<file path="src/rtl/pull_cfg_regs.svh">
// register offsets, reset values and field positions of the pad pull and
// high-speed exit delay bank; included by the package and the design files
`ifndef PULL_CFG_REGS_SVH
`define PULL_CFG_REGS_SVH

// ----------------------------------------------------------------------
// bus geometry
// ----------------------------------------------------------------------
`define CFG_ADDR_W 8
`define CFG_DATA_W 16

// ----------------------------------------------------------------------
// register offsets
// ----------------------------------------------------------------------
`define HS_EXIT_DELAY_OFS 8'hdf
`define STRAP_PULL_OFS 8'he0
`define VIDEO_PULL_OFS 8'he1

// ----------------------------------------------------------------------
// reset values
// ----------------------------------------------------------------------
`define HS_EXIT_DELAY_RST 6'h10
`define STRAP_PULL_RST 16'h5556
`define VIDEO_PULL_RST 16'h6656

// ----------------------------------------------------------------------
// field positions
// ----------------------------------------------------------------------
`define HS_EXIT_DELAY_W 6
`define HS_EXIT_RSVD_W 10
`define PULL_SEL_W 2
`define PULL_FIELDS 8
// lsb of each pull selector in the strap register
`define XTAL_PULL_LSB 14
`define STRAP4_PULL_LSB 12
`define STRAP3_PULL_LSB 10
`define STRAP2_PULL_LSB 8
`define STRAP1_PULL_LSB 6
`define STRAP0_PULL_LSB 4
`define HOST_SEL_PULL_LSB 2
`define LINK_RST_PULL_LSB 0
// lsb of each pull selector in the video register
`define DEN_PULL_LSB 14
`define HSYNC_PULL_LSB 12
`define PCLK_PULL_LSB 10
`define VSYNC_PULL_LSB 8
`define PIX_HIGH_PULL_LSB 6
`define PIX_MID_PULL_LSB 4
`define PIX_LOW_PULL_LSB 2
`define CHIP_SEL_PULL_LSB 0

`endif

</file>
<file path="src/rtl/pull_cfg_pkg.sv">
// types shared by the pull configuration bank and its pad decoder
// assumes pull_cfg_regs.svh is on the include path
package pull_cfg_pkg;

`include "pull_cfg_regs.svh"

  // selector encodings, one per pad
  typedef enum logic [1:0] {
    PULL_NONE = 2'b00,
    PULL_DOWN = 2'b01,
    PULL_UP = 2'b10,
    PULL_KEEP = 2'b11
  } pull_mode_t;

  // pad control lines of one pin or pin group
  typedef struct packed {
    logic up;
    logic down;
    logic keep;
  } pad_pull_t;

  // one register bus request
  typedef struct packed {
    logic [`CFG_ADDR_W-1:0] addr;
    logic [`CFG_DATA_W-1:0] wdata;
    logic wr;
    logic rd;
  } reg_req_t;

  // register state of the bank; the pad lines are held in pull_decode
  typedef struct packed {
    logic [`HS_EXIT_DELAY_W-1:0] delay;
    logic [`CFG_DATA_W-1:0] strap;
    logic [`CFG_DATA_W-1:0] video;
    logic [`CFG_DATA_W-1:0] rdata;
  } cfg_state_t;

endpackage

</file>
<file path="src/rtl/pull_decode.sv">
// registered decoder from one two-bit pull selector to pad control lines
// assumes sel is the selector's next value, so the pad lines change on
// the same edge as the register that holds the selector
`timescale 1ns/1ps

module pull_decode
#(
  parameter pull_cfg_pkg::pull_mode_t RST_MODE = pull_cfg_pkg::PULL_NONE
)
(
  // clock and reset
  input wire logic mclk,
  input wire logic rst,
  // selector
  input wire logic [1:0] sel,
  // pad controls
  output pull_cfg_pkg::pad_pull_t pad
);

  typedef struct packed {
    pull_cfg_pkg::pad_pull_t pad;
  } dec_state_t;

  dec_state_t state_r;
  dec_state_t state_nxt;

  function automatic pull_cfg_pkg::pad_pull_t decode(input logic [1:0] s);
    pull_cfg_pkg::pad_pull_t p;
    p = '0;
    case (s)
      pull_cfg_pkg::PULL_UP: p.up = 1'b1;
      pull_cfg_pkg::PULL_DOWN: p.down = 1'b1;
      pull_cfg_pkg::PULL_KEEP: p.keep = 1'b1;
      default: p = '0;
    endcase
    return p;
  endfunction

  always_comb
  begin
    state_nxt.pad = decode(sel);
    if (rst)
    begin
      state_nxt.pad = decode(RST_MODE);
    end
  end

  always_ff @(posedge mclk)
  begin
    state_r <= state_nxt;
  end

  assign pad = state_r.pad;
endmodule

</file>
<file path="src/rtl/pull_cfg_bank.sv">
// pad pull selectors and high-speed exit delay register bank
// assumes a single-cycle register port on mclk, strobes never together
//
// Implementation choice: strobed register access.
`timescale 1ns/1ps

`include "pull_cfg_regs.svh"

module pull_cfg_bank
(
  // clock and reset
  input wire logic mclk,
  input wire logic rst,
  // register port
  input wire pull_cfg_pkg::reg_req_t req,
  output logic [`CFG_DATA_W-1:0] rd_data,
  // lane controller
  output logic [`HS_EXIT_DELAY_W-1:0] hs_exit_delay,
  // pad controls: strap group 7 xtal, 6..2 strap4..0, 1 host sel, 0 reset
  output pull_cfg_pkg::pad_pull_t [`PULL_FIELDS-1:0] strap_pad,
  // pad controls: video group 7 den, 6 hsync, 5 pclk, 4 vsync,
  // 3 pixel high, 2 pixel mid, 1 pixel low, 0 chip select
  output pull_cfg_pkg::pad_pull_t [`PULL_FIELDS-1:0] video_pad
);

  // ----------------------------------------------------------------------
  // state
  // ----------------------------------------------------------------------
  pull_cfg_pkg::cfg_state_t state_r;
  pull_cfg_pkg::cfg_state_t state_nxt;

  logic wr_dly;
  logic wr_strap;
  logic wr_video;
  logic rd_dly;
  logic rd_strap;
  logic rd_video;
  logic rd_unmapped;

  // selector next values, one per pin or pin group
  logic [1:0] strap_sel [`PULL_FIELDS];
  logic [1:0] video_sel [`PULL_FIELDS];

  // ----------------------------------------------------------------------
  // address decode
  // ----------------------------------------------------------------------
  always_comb
  begin
    wr_dly = 1'b0;
    wr_strap = 1'b0;
    wr_video = 1'b0;
    rd_dly = 1'b0;
    rd_strap = 1'b0;
    rd_video = 1'b0;
    rd_unmapped = 1'b0;
    if (req.addr == `HS_EXIT_DELAY_OFS)
    begin
      wr_dly = req.wr;
      rd_dly = req.rd;
    end
    else if (req.addr == `STRAP_PULL_OFS)
    begin
      wr_strap = req.wr;
      rd_strap = req.rd;
    end
    else if (req.addr == `VIDEO_PULL_OFS)
    begin
      wr_video = req.wr;
      rd_video = req.rd;
    end
    else
    begin
      rd_unmapped = req.rd;
    end
  end

  // ----------------------------------------------------------------------
  // register update and read path
  // ----------------------------------------------------------------------
  always_comb
  begin
    state_nxt = state_r;
    // read data stand for one cycle only
    state_nxt.rdata = '0;
    if (wr_dly)
    begin
      // upper bits are dropped so they always read back as zero
      state_nxt.delay = req.wdata[`HS_EXIT_DELAY_W-1:0];
    end
    if (wr_strap)
    begin
      state_nxt.strap = req.wdata;
    end
    if (wr_video)
    begin
      state_nxt.video = req.wdata;
    end
    if (rd_dly)
    begin
      state_nxt.rdata = {{`HS_EXIT_RSVD_W{1'b0}}, state_r.delay};
    end
    else if (rd_strap)
    begin
      state_nxt.rdata = state_r.strap;
    end
    else if (rd_video)
    begin
      state_nxt.rdata = state_r.video;
    end
    if (rst)
    begin
      state_nxt.delay = `HS_EXIT_DELAY_RST;
      state_nxt.strap = `STRAP_PULL_RST;
      state_nxt.video = `VIDEO_PULL_RST;
      state_nxt.rdata = '0;
    end
  end

  always_ff @(posedge mclk)
  begin
    state_r <= state_nxt;
  end

  assign rd_data = state_r.rdata;
  assign hs_exit_delay = state_r.delay;

  // ----------------------------------------------------------------------
  // selector field map
  // ----------------------------------------------------------------------
  // decoders take next values so pads switch on the write's own edge
  always_comb
  begin
    strap_sel[7] = state_nxt.strap[`XTAL_PULL_LSB+:2];
    strap_sel[6] = state_nxt.strap[`STRAP4_PULL_LSB+:2];
    strap_sel[5] = state_nxt.strap[`STRAP3_PULL_LSB+:2];
    strap_sel[4] = state_nxt.strap[`STRAP2_PULL_LSB+:2];
    strap_sel[3] = state_nxt.strap[`STRAP1_PULL_LSB+:2];
    strap_sel[2] = state_nxt.strap[`STRAP0_PULL_LSB+:2];
    strap_sel[1] = state_nxt.strap[`HOST_SEL_PULL_LSB+:2];
    strap_sel[0] = state_nxt.strap[`LINK_RST_PULL_LSB+:2];
    video_sel[7] = state_nxt.video[`DEN_PULL_LSB+:2];
    video_sel[6] = state_nxt.video[`HSYNC_PULL_LSB+:2];
    video_sel[5] = state_nxt.video[`PCLK_PULL_LSB+:2];
    video_sel[4] = state_nxt.video[`VSYNC_PULL_LSB+:2];
    video_sel[3] = state_nxt.video[`PIX_HIGH_PULL_LSB+:2];
    video_sel[2] = state_nxt.video[`PIX_MID_PULL_LSB+:2];
    video_sel[1] = state_nxt.video[`PIX_LOW_PULL_LSB+:2];
    video_sel[0] = state_nxt.video[`CHIP_SEL_PULL_LSB+:2];
  end

  // ----------------------------------------------------------------------
  // pad decoders
  // ----------------------------------------------------------------------
  localparam logic [`CFG_DATA_W-1:0] STRAP_RST = `STRAP_PULL_RST;
  localparam logic [`CFG_DATA_W-1:0] VIDEO_RST = `VIDEO_PULL_RST;

  genvar gi;
  generate
    for (gi = 0; gi < `PULL_FIELDS; gi = gi + 1)
    begin : g_pad
      pull_decode
      #(
        .RST_MODE(pull_cfg_pkg::pull_mode_t'(STRAP_RST[2*gi+:2]))
      )
      u_strap
      (
        .mclk(mclk),
        .rst(rst),
        .sel(strap_sel[gi]),
        .pad(strap_pad[gi])
      );
      pull_decode
      #(
        .RST_MODE(pull_cfg_pkg::pull_mode_t'(VIDEO_RST[2*gi+:2]))
      )
      u_video
      (
        .mclk(mclk),
        .rst(rst),
        .sel(video_sel[gi]),
        .pad(video_pad[gi])
      );
    end
  endgenerate
endmodule

</file>
<file path="config.mk">
export PLATFORM = sky130hd
export DESIGN_NAME = pull_cfg_bank
export DESIGN_NICKNAME = d
export VERILOG_FILES = /design/src/rtl/pull_cfg_pkg.sv /design/src/rtl/pull_decode.sv /design/src/rtl/pull_cfg_bank.sv
export VERILOG_INCLUDE_DIRS = /design/src /design/src/rtl
export SDC_FILE = /design/constraint.sdc
export NUM_CORES = 1
export LEC_CHECK = 0
export ABC_AREA = 1
export BUFFER_PORTS_ARGS = -buffer_cell sky130_fd_sc_hd__buf_2
export CAP_MARGIN = 0
export CORE_MARGIN = 1.5
export CORE_UTILIZATION = 52
export DETAILED_ROUTE_END_ITERATION = 10
export PLACE_DENSITY = 0.76
export SLEW_MARGIN = 5
export SYNTH_ARGS = -nofsm -noshare
export SYNTH_HDL_FRONTEND = slang
export SYNTH_SLANG_ARGS = --single-unit
</file>
<file path="constraint.sdc">
create_clock -name mclk -period 1.6 [get_ports mclk]
set_input_delay 0.32 -clock mclk [delete_from_list [all_inputs] [get_ports mclk]]
set_output_delay 0.32 -clock mclk [all_outputs]
set_load 0.005 [all_outputs]
</file>
==> flow_summary.toml <==
[status]
status = "finished clean"

[flow_run]
cap_violations = 0

[grt]
grt_pass1_vias = 2767
grtUsageTotal_pct = 22.2
grt_overflow = 0
grt_start_max_net_pins = 29
grt_first_pass_wirelength_um = 13000
antenna_found_initial = 0

[placement]
place_area_um2 = 4260
dp_hpwl_um = 5940
pre_cts_ws_ps = -56.8
gp_congestion = 0.826
io_buffers = 97

[floorplan]
start_util_pct = 54.9
dieArea_um2 = 7820
die_w_um = 88.4
coreArea_um2 = 6910
placementRows = 30
boundaryPins = 98
die_h_um = 88.4

[worst_setup_path]
critPathRequiredTime_ps = 1880
critPathSlowestCell = "clkinv_1"
arrival_ps = 1590
r2r-start = "state_r[31]"
end_kind = "flip-flop"
cpPeakStageDelay_ps = 260
crit_top_cell = "nand2_1"
path_cells = "buf_2 > nor2_1 > nand2_1 > nor2_4 > nand3_2 > clkinv_1 > nand2_1 > a21oi_1"
critPathLaunchType = "input port"
critPathKind = "in -> reg"
crit_start = "req[19]"
crit_fanout = 10
critPathTopFamily = "simple AND/OR/NAND/NOR gates"
worstPathBufferInverterCount = 2

[sta]
max_freq_mhz = 763
setup_slack_ps = 289
period_share_pct = 81.9
drv_slew = 0
skew_ps = 6.89
rsz0062_at_grt = "no"
tns_ps = 0
hold_viol = 0
timing.slew.headroom_pct = 68.5
min_period_ps = 1310
setup_viol = 0
tightest_slew_ps = 472

[logic_synthesis]
synth_area_um2 = 3790
synth_seq_area_share_pct = 53.8
avgSynthCellArea_um2 = 8.00
synth_fp_nets = 502
yosys_warnings = 0
synthCells = 474
synth_cell_types = 23
ys_ff_latch = 102

[routing]
drtIter0Drc = 239
wl_um = 8400
ant_nets = 0
drc_errors = 0
first_pass_iters = 5
vias = 3186
wl_per_cell_um = 12.8
viasPerCell = 4.85

[pwr]
vdd_drop_max_mv = 0.928
p_leak_uw = 0.00234
p_per_area_nw_per_um2 = 962

[worst_hold_path]
hp-start = "req[5]"
hp-class = "in -> reg"

[clocking]
clkLatencyLatePin_ps = 360
cts_num_sinks = 102
cts_tree = "built"
cts_setup_buffers = 0
ctsLongestPathBuffers = 2
h-tree-depth = 3
clk_pin_slew_ps = 90
cts-root-buf = "clkbuf_8"
cts_hold_buf = 0
numCtsBuffers = 9
post_cts_resized = 0

[finish]
final_common_cell = "nand2_1"
final_cell_mix = "115 x nand2_1, 102 x dfxtp_1, 97 x buf_2"
multi_input_area_um2 = 1280
drive_above_1_share_pct = 26.7
insertedDiodeCount = 0
syn2layout_area_growth_pct = 17.5
final_area_um2 = 4460
fillers = 629
regArea_um2 = 2040
nets = 585
## path summary, 6_finish.rpt
kind,endpoint,slack [ps],cells after the start
max reg2reg,g_pad[7].u_video.pad[0],760,5
min,hs_exit_delay[3],260,3
min reg2reg,rd_data[15],480,2
max,rd_data[6],290,8
## synthesized netlist by cell type, drive strengths merged
master / instances / share of area, %
nand2: 120 / 12
dfxtp: 102 / 54
nand3: 61 / 9.1
nor2: 57 / 6.5
inv: 54 / 5.3
buf: 35 / 6.7
a21oi: 19 / 2.5
o21ai: 9 / 1.2
nand4: 6 / 0.99
and2: 4 / 0.66
clkbuf: 4 / 0.40
nand3b: 2 / 0.40
clkinv: 1 / 0.099
## routing by layer
metal / track usage, % / routed length (um)
met1: 28.3 / 3630
met2: 36.4 / 4000
met3: 6.53 / 647
met4: 7.39 / 114
met5: 0 / 0
## where the power goes
part           switching [uW]  internal (uW)  total (uW)
registers                1.72           2540        2540
clock network             843            760        1600
logic                    95.5           49.7         145
total                     940           3350        4290
## kinds of logic (layout without fill, tap and decap cells)
family,after synthesis,after routing,share of synthesized area (%)
flops,102,102,53.8
buf+inv,94,181,12.5
compound gates,28,28,3.69
simple gates,250,250,30.0
## layout make-up
cell class | instances | share of cell area [%]
Sequential cell | 102 | 45.8
Multi-Input combinational cell | 278 | 28.6
Timing Repair Buffer | 111 | 13.8
Inverter | 55 | 4.63
Clock buffer | 10 | 3.09
Tap cell | 96 | 2.69
Clock inverter | 5 | 1.35
## per-stage QoR
stage          util, %  power [uW]  hold slack [ps]  instances
3_5_place_dp      61.7        2740              458        642
5_1_grt           64.6        4440              243        657
3_3_place_gp      61.7        2740              454        642
2_1_floorplan        -        2670              445        474
6_report          64.6        4290              255        657
4_1_cts           64.6        4320              236        657
## state kept, by name, summed over array words and instances, names as in the netlist
signal and count:
rd_data 16, g_pad.u_video.pad 24, state_r 32, hs_exit_delay 6, g_pad.u_strap.pad 24
## worst min-delay path, cell delays in order
cell and delay, ps:
buf_2 120, nand3_1 70, a21oi_1 60
Power figures use the tool's default switching activity.
